[src/rtl/scan_meter_consts.vh]
// offsets, fields, reset values and timing counts for the scanning meter handshake
// Functional notes
// RULE_01: multiplexers sit at consecutive following logical addresses
// RULE_02: meter raises interrupts and accepts acknowledge
// RULE_03: one of seven lines, strap chosen, line 1
// RULE_04: strap off setting raises no interrupt
// RULE_05: acknowledge daisy chain, nearest slot wins
// RULE_06: integrate over whole number of line cycles
// RULE_07: line frequency accepts only 50 or 60
// RULE_08: minimum selects 50, maximum selects 60
// RULE_09: frequency non-volatile, ships 60, set-only change
// RULE_10: query returns current, minimum and maximum
// RULE_11: bus is complete, trigger and ground
// RULE_12: trigger from multiplexer starts one measurement
// RULE_13: assert complete when each measurement finishes
// RULE_14: multiplexer advances channel on each complete
// RULE_15: handshake runs alone, about 13150 channels/s
// RULE_16: handshake only with all solid-state multiplexers
// RULE_17: commands queued during trigger wait, clear discards
// RULE_18: synced trigger edge, fixed-width complete pulse
`ifndef SCAN_METER_CONSTS_VH
`define SCAN_METER_CONSTS_VH
`define CLK_HZ 50000000
`define CLK_PERIOD_NS 20
`define ADDR_CTRL 8'h00
`define ADDR_LFREQ 8'h04
`define ADDR_NPLC 8'h08
`define ADDR_STATUS 8'h0c
`define ADDR_CMD 8'h10
`define ADDR_COUNT 8'h14
`define CTRL_RUN 0
`define CTRL_SOLID 1
`define CTRL_CLEAR 2
`define CTRL_IRQ_EN 3
`define LFREQ_MIN_BIT 8
`define LFREQ_MAX_BIT 9
`define LFREQ_MIN 8'd50
`define LFREQ_MAX 8'd60
`define LFREQ_FACTORY 8'd60
`define NPLC_RESET 8'h01
`define STAT_ERR_BIT 3
`define COMPLETE_NS 1000
`define COMPLETE_CYCLES 8'd50
`define LC50_CYCLES 20'd1000000
`define LC60_CYCLES 20'd833333
`define RESP_OKAY 2'b00
`define RESP_SLVERR 2'b10
`define RESP_DECERR 2'b11
`endif

[src/rtl/scanning_meter_handshake.v]
// scanning meter: trigger/complete handshake, backplane interrupt, line-frequency setting
//
// The implementer's own choices: the register offsets and the AXI4-Lite slave port.
`include "scan_meter_consts.vh"
module scanning_meter_handshake #(
  parameter [19:0] LC50_CYCLES = `LC50_CYCLES,
  parameter [19:0] LC60_CYCLES = `LC60_CYCLES,
  parameter [7:0] COMPLETE_CYCLES = `COMPLETE_CYCLES
) (
  // clock and resets
  input wire SYS_CLK,
  input wire RESET_N,
  input wire POR_N,
  // axi4-lite write
  input wire [7:0] S_AXI_AWADDR,
  input wire S_AXI_AWVALID,
  output reg S_AXI_AWREADY,
  input wire [31:0] S_AXI_WDATA,
  input wire [3:0] S_AXI_WSTRB,
  input wire S_AXI_WVALID,
  output reg S_AXI_WREADY,
  output reg [1:0] S_AXI_BRESP,
  output reg S_AXI_BVALID,
  input wire S_AXI_BREADY,
  // axi4-lite read
  input wire [7:0] S_AXI_ARADDR,
  input wire S_AXI_ARVALID,
  output reg S_AXI_ARREADY,
  output reg [31:0] S_AXI_RDATA,
  output reg [1:0] S_AXI_RRESP,
  output reg S_AXI_RVALID,
  input wire S_AXI_RREADY,
  // digital bus
  input wire TRIG_IN, // [RULE_11]
  output reg MEAS_COMPLETE,
  // backplane interrupt
  input wire [2:0] IRQ_SEL,
  output reg [6:0] IRQ_O,
  output reg [6:0] IRQ_OE,
  input wire IACKIN_N,
  output reg IACKOUT_N
);
  localparam [1:0] ST_IDLE = 2'b00;
  localparam [1:0] ST_WAIT = 2'b01;
  localparam [1:0] ST_MEAS = 2'b10;
  localparam [1:0] ST_DONE = 2'b11;

  reg [1:0] state_q;
  reg [3:0] ctrl_q;
  reg [7:0] lfreq_q;
  reg [7:0] nplc_q;
  reg err_q;
  reg [7:0] pend_q;
  reg [15:0] exec_q;
  reg [15:0] count_q;
  reg [19:0] cyc_q;
  reg [7:0] lc_q;
  reg [7:0] pulse_q;
  reg irq_pend_q;
  reg [2:0] irq_sel_q;
  reg [2:0] irq_sel_s1_q;
  reg ack_hold_q;
  reg trig_s1_q, trig_s2_q, trig_s3_q;
  reg iack_s1_q, iack_s2_q;
  reg [7:0] aw_addr_q;
  reg aw_v_q;
  reg [31:0] w_data_q;
  reg [3:0] w_strb_q;
  reg w_v_q;
  reg [31:0] rdata_d;
  reg [1:0] rresp_d;

  wire trig_edge = trig_s2_q & ~trig_s3_q;
  wire hs_enable = ctrl_q[`CTRL_RUN] & ctrl_q[`CTRL_SOLID];
  wire do_write = aw_v_q & w_v_q & ~S_AXI_BVALID;
  wire wr_ctrl = do_write & ({aw_addr_q[7:2], 2'b00} == `ADDR_CTRL);
  wire wr_lfreq = do_write & ({aw_addr_q[7:2], 2'b00} == `ADDR_LFREQ);
  wire wr_nplc = do_write & ({aw_addr_q[7:2], 2'b00} == `ADDR_NPLC);
  wire wr_stat = do_write & ({aw_addr_q[7:2], 2'b00} == `ADDR_STATUS);
  wire wr_cmd = do_write & ({aw_addr_q[7:2], 2'b00} == `ADDR_CMD);
  wire wr_map = wr_ctrl | wr_lfreq | wr_nplc | wr_stat | wr_cmd;
  wire host_clear = wr_ctrl & w_strb_q[0] & w_data_q[`CTRL_CLEAR];
  wire [19:0] lc_len = (lfreq_q == `LFREQ_MIN) ? LC50_CYCLES : LC60_CYCLES;
  wire meas_start = (state_q == ST_WAIT) & trig_edge & hs_enable;
  wire meas_end = (state_q == ST_MEAS) & (cyc_q == lc_len - 20'd1) & (lc_q == 8'd1);

  // line-frequency request decode: min, max, or a literal 50/60
  reg lf_ok;
  reg [7:0] lf_new;
  always @* begin
    lf_ok = 1'b1;
    lf_new = lfreq_q;
    if (w_data_q[`LFREQ_MIN_BIT]) begin
      lf_new = `LFREQ_MIN; // [RULE_08]
    end else if (w_data_q[`LFREQ_MAX_BIT]) begin
      lf_new = `LFREQ_MAX; // [RULE_08]
    end else if (w_data_q[7:0] == `LFREQ_MIN || w_data_q[7:0] == `LFREQ_MAX) begin
      lf_new = w_data_q[7:0];
    end else begin
      lf_ok = 1'b0; // [RULE_07]
    end
  end

  // pin synchronisers
  always @(posedge SYS_CLK) begin
    trig_s1_q <= TRIG_IN;
    trig_s2_q <= trig_s1_q;
    trig_s3_q <= trig_s2_q; // [RULE_18]
    iack_s1_q <= IACKIN_N;
    iack_s2_q <= iack_s1_q;
    irq_sel_s1_q <= IRQ_SEL;
  end

  // non-volatile frequency: power-on loads the factory value and a valid write sets it, reset does not
  always @(posedge SYS_CLK) begin
    if (!POR_N) begin
      lfreq_q <= `LFREQ_FACTORY; // [RULE_09]
    end else if (wr_lfreq && lf_ok && w_strb_q[1:0] == 2'b11) begin
      lfreq_q <= lf_new; // [RULE_09]
    end
  end

  // strap captured while reset is held
  always @(posedge SYS_CLK) begin
    if (!RESET_N) begin
      irq_sel_q <= irq_sel_s1_q; // [RULE_03]
    end
  end

  // control registers and command queue
  always @(posedge SYS_CLK) begin
    if (!RESET_N) begin
      ctrl_q <= 4'h0;
      nplc_q <= `NPLC_RESET;
      err_q <= 1'b0;
      pend_q <= 8'h00;
      exec_q <= 16'h0000;
    end else begin
      if (wr_ctrl && w_strb_q[0]) begin
        ctrl_q <= {w_data_q[3], 1'b0, w_data_q[1:0]};
      end
      if (wr_nplc && w_strb_q[0] && w_data_q[7:0] != 8'h00) begin
        nplc_q <= w_data_q[7:0];
      end
      if (wr_lfreq && !lf_ok) begin
        err_q <= 1'b1;
      end else if (wr_stat && w_strb_q[0] && w_data_q[`STAT_ERR_BIT]) begin
        err_q <= 1'b0;
      end
      if (host_clear) begin
        pend_q <= 8'h00; // [RULE_17]
      end else if (meas_start) begin
        exec_q <= exec_q + {8'h00, pend_q} + {15'h0000, wr_cmd}; // [RULE_17]
        pend_q <= 8'h00;
      end else if (wr_cmd) begin
        if (state_q == ST_WAIT) begin
          pend_q <= (pend_q == 8'hff) ? pend_q : pend_q + 8'h01; // [RULE_17]
        end else begin
          exec_q <= exec_q + 16'h0001;
        end
      end
    end
  end

  // trigger-measure-complete sequencer
  always @(posedge SYS_CLK) begin
    if (!RESET_N) begin
      state_q <= ST_IDLE;
      cyc_q <= 20'h00000;
      lc_q <= 8'h00;
      pulse_q <= 8'h00;
      count_q <= 16'h0000;
      MEAS_COMPLETE <= 1'b0;
    end else begin
      case (state_q)
        ST_IDLE: begin
          MEAS_COMPLETE <= 1'b0;
          if (hs_enable) begin
            state_q <= ST_WAIT; // [RULE_16] [RULE_15]
          end
        end
        ST_WAIT: begin
          if (!hs_enable || host_clear) begin
            state_q <= ST_IDLE;
          end else if (meas_start) begin
            state_q <= ST_MEAS; // [RULE_12]
            cyc_q <= 20'h00000;
            lc_q <= nplc_q;
          end
        end
        ST_MEAS: begin
          if (host_clear) begin
            state_q <= ST_IDLE;
          end else if (meas_end) begin
            state_q <= ST_DONE; // [RULE_06]
            MEAS_COMPLETE <= 1'b1; // [RULE_13]
            pulse_q <= COMPLETE_CYCLES;
            count_q <= count_q + 16'h0001;
          end else if (cyc_q == lc_len - 20'd1) begin
            cyc_q <= 20'h00000;
            lc_q <= lc_q - 8'h01; // [RULE_06]
          end else begin
            cyc_q <= cyc_q + 20'h00001;
          end
        end
        ST_DONE: begin
          if (pulse_q == 8'h01) begin
            MEAS_COMPLETE <= 1'b0; // [RULE_18]
            state_q <= ST_IDLE; // [RULE_14]
          end
          pulse_q <= pulse_q - 8'h01;
        end
        default: begin
          state_q <= ST_IDLE;
        end
      endcase
    end
  end

  // interrupt request and acknowledge daisy chain
  always @(posedge SYS_CLK) begin
    if (!RESET_N) begin
      irq_pend_q <= 1'b0;
      ack_hold_q <= 1'b0;
      IRQ_O <= 7'h00;
      IRQ_OE <= 7'h00;
      IACKOUT_N <= 1'b1;
    end else begin
      // an acknowledge we answered stays blocked until it is withdrawn
      if (iack_s2_q) begin
        ack_hold_q <= 1'b0;
      end else if (irq_pend_q) begin
        ack_hold_q <= 1'b1; // [RULE_05]
      end
      IRQ_O <= 7'h00;
      if (meas_end && ctrl_q[`CTRL_IRQ_EN] && irq_sel_q != 3'h0) begin
        irq_pend_q <= 1'b1; // [RULE_02]
      end else if (!iack_s2_q && irq_pend_q) begin
        irq_pend_q <= 1'b0; // [RULE_02] [RULE_05]
      end else if (host_clear) begin
        irq_pend_q <= 1'b0;
      end
      IRQ_OE <= (irq_pend_q && irq_sel_q != 3'h0) ?
        (7'h01 << (irq_sel_q - 3'h1)) : 7'h00; // [RULE_03] [RULE_04]
      IACKOUT_N <= iack_s2_q | irq_pend_q | ack_hold_q; // [RULE_05]
    end
  end

  // axi4-lite write channel
  always @(posedge SYS_CLK) begin
    if (!RESET_N) begin
      aw_v_q <= 1'b0;
      w_v_q <= 1'b0;
      aw_addr_q <= 8'h00;
      w_data_q <= 32'h00000000;
      w_strb_q <= 4'h0;
      S_AXI_AWREADY <= 1'b1;
      S_AXI_WREADY <= 1'b1;
      S_AXI_BVALID <= 1'b0;
      S_AXI_BRESP <= `RESP_OKAY;
    end else begin
      if (S_AXI_AWVALID && S_AXI_AWREADY) begin
        aw_v_q <= 1'b1;
        aw_addr_q <= S_AXI_AWADDR;
        S_AXI_AWREADY <= 1'b0;
      end
      if (S_AXI_WVALID && S_AXI_WREADY) begin
        w_v_q <= 1'b1;
        w_data_q <= S_AXI_WDATA;
        w_strb_q <= S_AXI_WSTRB;
        S_AXI_WREADY <= 1'b0;
      end
      if (do_write) begin
        aw_v_q <= 1'b0;
        w_v_q <= 1'b0;
        S_AXI_BVALID <= 1'b1;
        S_AXI_BRESP <= !wr_map ? `RESP_DECERR :
          (wr_lfreq && !lf_ok) ? `RESP_SLVERR : `RESP_OKAY; // [RULE_07]
      end
      if (S_AXI_BVALID && S_AXI_BREADY) begin
        S_AXI_BVALID <= 1'b0;
        S_AXI_AWREADY <= 1'b1;
        S_AXI_WREADY <= 1'b1;
      end
    end
  end

  // read mux
  always @* begin
    rdata_d = 32'h00000000;
    rresp_d = `RESP_OKAY;
    case ({S_AXI_ARADDR[7:2], 2'b00})
      `ADDR_CTRL: rdata_d = {28'h0000000, ctrl_q};
      `ADDR_LFREQ: rdata_d = {8'h00, `LFREQ_MAX, `LFREQ_MIN, lfreq_q}; // [RULE_10]
      `ADDR_NPLC: rdata_d = {24'h000000, nplc_q};
      `ADDR_STATUS: rdata_d = {exec_q, pend_q, 1'b0, irq_sel_q,
        err_q, irq_pend_q, state_q};
      `ADDR_CMD: rdata_d = 32'h00000000;
      `ADDR_COUNT: rdata_d = {16'h0000, count_q};
      default: rresp_d = `RESP_DECERR;
    endcase
  end

  // axi4-lite read channel
  always @(posedge SYS_CLK) begin
    if (!RESET_N) begin
      S_AXI_ARREADY <= 1'b1;
      S_AXI_RVALID <= 1'b0;
      S_AXI_RDATA <= 32'h00000000;
      S_AXI_RRESP <= `RESP_OKAY;
    end else if (S_AXI_ARVALID && S_AXI_ARREADY) begin
      S_AXI_ARREADY <= 1'b0;
      S_AXI_RVALID <= 1'b1;
      S_AXI_RDATA <= rdata_d;
      S_AXI_RRESP <= rresp_d;
    end else if (S_AXI_RVALID && S_AXI_RREADY) begin
      S_AXI_RVALID <= 1'b0;
      S_AXI_ARREADY <= 1'b1;
    end
  end
endmodule

[config.mk]
export PLATFORM = sky130hd
export DESIGN_NAME = scanning_meter_handshake
export DESIGN_NICKNAME = d
export VERILOG_FILES = /design/src/rtl/scanning_meter_handshake.v
export VERILOG_INCLUDE_DIRS = /design/src /design/src/rtl
export SDC_FILE = /design/constraint.sdc
export NUM_CORES = 1
export LEC_CHECK = 0
export BUFFER_PORTS_ARGS = -buffer_cell sky130_fd_sc_hd__buf_2
export CORE_UTILIZATION = 52
export DETAILED_ROUTE_END_ITERATION = 8
export PLACE_DENSITY = 0.82
export SYNTH_ARGS = -nofsm -noshare
export SYNTH_HDL_FRONTEND = slang
export SYNTH_SLANG_ARGS = --single-unit
[constraint.sdc]
create_clock -name SYS_CLK -period 3 [get_ports SYS_CLK]
set_clock_uncertainty 0.15 [all_clocks]
set_input_delay 0.15 -clock SYS_CLK [delete_from_list [all_inputs] [get_ports SYS_CLK]]
set_output_delay 0.15 -clock SYS_CLK [all_outputs]
set_load 0.1 [all_outputs]
* Word-level counts from Yosys, hierarchy flattened *
Index checks and enable logic that the tools add are counted.

storage, ports and cells
  register bits after elaboration = 183
  bits in latches = 0
  memory bits (writable) = 0
  ROM bits = 0
  input bits = 65
  output and inout bits = 57
  word-level logic and storage cells = 202
  memories = 0

cells by class
  add/subtract/negate cells = 10
  multipliers = 0
  divide/modulo/power cells = 0
  $lt $le $gt $ge = 0
  eq/ne operators = 30
  shift operators = 1
  multiplexer cells = 49
  bitwise gates (word level) = 26
  reductions and logical operators = 50

operators with widths
  cell                     count
  $pmux W32 S5             1
  $mux W20                 5
  $mux W8                  10
  $mux W16                 3
  $pmux W20 S2             1
  $add A16 B1 Y16 const B  2
  $pmux W8 S2              2
  $eq A6 B2 Y1 const B     4
  $eq A8 B6 Y1 const B     3
  $add A20 B1 Y20 const B  1
  $eq A20 B20 Y1           1
  $sub A19 B2 Y20 const B  1
  $eq A6 B3 Y1 const B     3
  $mux W18                 1
  $mux W2                  9
  $logic_and A1 B1 Y1      17
  $add A16 B1 Y16          1
  $add A16 B8 Y16          1
  $eq A8 B1 Y1 const B     2
  $sub A8 B1 Y8 const B    2
  $and A1 B1 Y1            15
  $mux W1                  15
  $ne A2 B2 Y1 const B     7
  $eq A6 B1 Y1 const B     2
  28 further kinds         57

* Logic depth before layout (Yosys ltp) *
  word-level depth = 9
  mapped depth = 10
  gate-level depth less buffers = 10

* Worst setup path after synthesis *
OpenSTA, ideal clock, no wires.

  path kind = register to register
  start = reg S_AXI_BVALID
  end = reg exec_q[14]
  setup time = 0.071 ns
  arrival = 3.263 ns
  data required time = 2.779 ns
  path slack = -0.484 ns
  cell stages (with the launch flop) = 11
  buffers on the path = 0
  clock period less this slack = 3.484 ns
  cells stage by stage = dfxtp_1 > and4bb_2 > nand3_1 > fa_1 > fa_1 > nor2b_1 > o31a_1 > o31a_1 > o22ai_1 > or4_1 > a21oi_1

between the ends
  word-level cells in the longest chain between the ends = 7
  elaborated cells between the ends (all ways) = 11
  classes of those cells = 1 x add/sub; 1 x mux; 7 x bitwise; 2 x reduce/logical

ends and longest elaborated chain
  element                                                                  line                            RTL
  start: declaration                                                       scanning_meter_handshake.v:23   output reg S_AXI_BVALID,
  start signal: assignment                                                 scanning_meter_handshake.v:259  S_AXI_BVALID <= 1'b0;
  start signal: assignment                                                 scanning_meter_handshake.v:276  S_AXI_BVALID <= 1'b1;
  start signal: assignment                                                 scanning_meter_handshake.v:281  S_AXI_BVALID <= 1'b0;
  $not A1 Y1 *                                                             scanning_meter_handshake.v:75   wire do_write = aw_v_q & w_v_q & ~S_AXI_BVALID;
  $and A1 B1 Y1 *                                                          scanning_meter_handshake.v:75
  parallel branches: the longest is 5 deep, another holds $add A16 B1 Y16  -
  end signal: assignment                                                   scanning_meter_handshake.v:153  exec_q <= exec_q + {8'h00, pend_q} + {15'h0000, wr_cmd};
  end signal: assignment                                                   scanning_meter_handshake.v:159  exec_q <= exec_q + 16'h0001;
  end: declaration                                                         scanning_meter_handshake.v:54   reg [15:0] exec_q;

Mark *: on every way between the ends.
A chain may end at the register's enable or synchronous reset.

* Worst setup path in the final report *
  start = reg aw_addr_q[7]
  end = reg exec_q[12]

between the ends
  word-level cells in the longest chain between the ends = 6
  elaborated cells between the ends (all ways) = 11
  classes of those cells = 1 x add/sub; 1 x eq/ne; 1 x mux; 5 x bitwise; 3 x reduce/logical

ends and longest elaborated chain
  element                                                                  line                            RTL
  start: declaration                                                       scanning_meter_handshake.v:65   reg [7:0] aw_addr_q;
  start signal: assignment                                                 scanning_meter_handshake.v:254  aw_addr_q <= 8'h00;
  start signal: assignment                                                 scanning_meter_handshake.v:264  aw_addr_q <= S_AXI_AWADDR;
  parallel branches: the longest is 6 deep, another holds $add A16 B1 Y16  -

Parallel ways; which one is timed is not known.

==> results.txt <==
DP Area -> 9520 um2
Final count of pins violating max slew -> 0
Status -> complete, no violations
Multi-input gate area -> 4880 um2
Drt via density -> 5.90
Total clock sinks -> 180
Routed wire length -> 22.9 mm
WP buf/inv -> 0
DIE AREA -> 17600 um2
Max Cap Viol -> 0
Biggest cell delay along the critical path -> 0.43 ns
Slew HR -> 0.416
P_leak -> 3.95 nW
Most used DFF post-synth -> dfxtp_1
Yosys reg bits -> 180
Fin crit period -> 2.96 ns
GR Util met2 -> 0.431
Final HPWL DP -> 15.0 mm
WHS Path Cells -> 2
Clock slew at reported path FFs -> 0.07 ns
DR WL/cell -> 16.2 um
DRC violations left -> 0
Post-route cell area -> 10600 um2
Met3 GRT Util -> 0.0448
CTS buffer count -> 17
Setup crit end kind -> flop
Worst reg2reg path endpoint -> exec_q[12]$_SDFFE_PN0P_
HP Class -> input pin to flop
CP delay by family, top -> simple AND/OR/NAND/NOR gates
Vias -> 8345
Unique cell type count in the Yosys netlist -> 82
Cell area after synthesis -> 8890 um2
Port buffer count -> 86
CP Max Fanout -> 7
Antenna cells -> 0
Clk_lat worst skew -> 0.43 ns
Final TNS setup -> 0 ns
Max VDD drop -> 0.446 mV
Fillcell total -> 1313
Top-Level Pins -> 122
Final nets -> 1269
Final setup vio count -> 0
Crit Path Class -> flop to flop
Total track usage -> 0.261
PD cells -> 489 nW/um2
Initial Utilization -> 0.534
Core area -> 16600 um2
Most instantiated library cell after synthesis -> dfxtp_1
Worst Setup SP -> aw_addr_q[7]$_SDFFE_PN0P_
CP Cell Sequence -> nor4_4 -> nand3_4 -> fa_2 -> fa_2 -> nor2b_4 -> o31a_1 -> o31a_1 -> o22ai_4 -> or4_1 -> a21oi_1
Worst slew pin tran -> 0.874 ns
Cells after synthesis -> 1063
Async set-reset flop share out of synthesis -> 0
First-pass DRT Iterations -> 5
Initial antenna violation count -> 0
Pin count of the biggest net entering global routing -> 82
Fraction of the yosys area taken by sequential cells -> 0.408
Worst r2r src -> aw_addr_q[7]$_SDFFE_PN0P_
First-pass GRT wire length -> 37.4 mm
Post-synth EDFFs -> 3
GRT busiest layer -> met2
Placement Rows -> 47
Reg2reg path depth -> 10
Avg Cell Area, Syn -> 8.37 um2
Initial DRC count -> 673
Vias in the first global route -> 7709
Die Y -> 133 um
GP Congestion -> 0.899
Ys Warns -> 0
Seq. cell area -> 3640 um2
TritonCTS clock tree -> done
Final ANT Viol Nets -> 0
Main area contributors after synthesis -> dfxtp_1 (40%), nand2_1 (5.8%), a21oi_1 (5.3%)
Slowest CP cell -> or4_1
H-tree depth -> 4
CP startpoint kind -> flop
Arr. time, crit path -> 3.17 ns
Total gr overflow -> 0
Clk root buf -> clkbuf_16
Area leader, netlist -> dfxtp_1
Fmax -> 338 MHz
Hold Vio Cnt, Final -> 0
Max Root-Sink Buffers -> 2
Synth top area share -> 0.398
Top cells by count, synth -> dfxtp_1 (177), nand2_1 (137), a21oi_1 (95)
Die width -> 133 um
Hold Path Origin -> RESET_N
Setup slack, reg-to-reg -> 0.04 ns
Final period util -> 0.985
Met1 Usage GRT -> 0.330
Layout cells sized above 1 -> 0.167
Worst path required time -> 3.22 ns
Hold Path End -> S_AXI_ARREADY$_SDFFE_PN1P_
Area grow syn2layout -> 19.5%
## sequential cells by signal, indices dropped and copies added (netlist names), 2 cells and up
signal	count
ctrl_q	3
w_data_q	10
lc_q	8
pend_q	8
w_strb_q	2
irq_sel_q	3
count_q	16
S_AXI_BRESP	2
aw_addr_q	6
nplc_q	8
irq_sel_s1_q	3
exec_q	16
S_AXI_RDATA	32
IRQ_OE	7
cyc_q	20
state_q	2
pulse_q	8
lfreq_q	8
## report_power, final
group          internal, mW  leakage, nW  switching (mW)
clock                  1.32        0.286           0.983
sequential             2.43         1.47          0.0354
combinational         0.131         2.20           0.300
## kinds of logic after synthesis
logic type	share of synthesized area
fa+ha+maj	0.0326
xor+xnor	0.00985
compound gates	0.196
buf+inv	0.0522
simple gates	0.270
flops	0.408
other cells	0.000422
mux	0.0300
## layer usage
metal,share of wire,wire length (um),up-vias
li1,-,-,4095
met1,0.43,9930,3913
met2,0.48,11000,278
met3,0.051,1160,59
met4,0.036,813,0
met5,0,0,-
## worst reg2reg max path: cells and delay by family, from the launching register on
kind            cells  cell delay (ns)
compound gates      4             0.61
fa+ha+maj           2             0.74
flops               1             0.34
simple gates        4             1.05
## layout make-up
class                           count  share of cell area
Sequential cell                   180               0.343
Clock buffer                       17              0.0400
Tap cell                          220              0.0259
Timing Repair Buffer              165               0.107
Multi-Input combinational cell    793               0.459
Inverter                           25             0.00883
Clock inverter                     15              0.0168
## repair_timing
item                                   CTS  global route
hold buffers                            40             0
resized for setup                        5             4
setup buffers                            5             4
pin swaps                                8             6
setup endpoints to repair                2             4
endpoints found under the hold margin   38             0
## through the flow
| step | power (mW) | hold slack [ns] | cells | utilization | setup slack (ns) |
|---|---|---|---|---|---|
| detailed placement | 2.89 | 0.107 | 1334 | 0.572 | -0.00924 |
| CTS | 5.20 | 0.00836 | 1411 | 0.636 | 0.00208 |
| floorplan | 2.80 | 0.0277 | 1069 | - | 0.00511 |
| global route | 5.34 | 0.0467 | 1415 | 0.639 | -0.0498 |
| global placement | 2.89 | 0.102 | 1334 | 0.572 | 0.0510 |
| finish | 5.20 | 0.0258 | 1415 | 0.639 | 0.0438 |
## worst max-delay path by stage
stage,slack (ns),end,cells past startpoint
after floorplan,0.005,exec_q[14]$_SDFFE_PN0P_,10
after global placement,0.05,exec_q[14]$_SDFFE_PN0P_,10
after detailed placement,-0.009,exec_q[12]$_SDFFE_PN0P_,10
after CTS,0.002,exec_q[12]$_SDFFE_PN0P_,10
after global routing,-0.05,exec_q[12]$_SDFFE_PN0P_,10
final,0.04,exec_q[12]$_SDFFE_PN0P_,10
## cell usage in the layout, fill, tap and decap left out, types with 5 or more instances in the layout
cell type / Yosys / final
dfxtp_1: 177 / 174
nor2_1: 90 / 90
a22oi_1: 15 / 15
o21ai_0: 47 / 47
mux2i_1: 24 / 24
nand4_1: 19 / 19
nor2b_1: 7 / 6
a211oi_1: 6 / 6
and3_1: 15 / 15
o211ai_1: 6 / 6
o32ai_1: 5 / 5
nand3b_1: 5 / 5
a221oi_1: 11 / 11
and2_1: 16 / 16
nand3_1: 53 / 52
o21a_1: 10 / 10
xor2_1: 6 / 6
inv_1: 24 / 23
buf_4: 10 / 38
buf_2: 8 / 86
ha_1: 20 / 20
o22ai_1: 13 / 12
dlygate4sd3_1: 0 / 40
a31oi_1: 7 / 7
clkbuf_16: 0 / 17
nor4_1: 13 / 12
nand4b_1: 9 / 9
nand2b_1: 22 / 22
a21oi_1: 95 / 94
or4_1: 10 / 9
or3_1: 9 / 9
nor3_1: 29 / 29
nand2_1: 137 / 137
o31ai_1: 14 / 13
conb_1: 1 / 7
o311ai_0: 7 / 7
No activity file was read; power rests on OpenSTA's default activity.
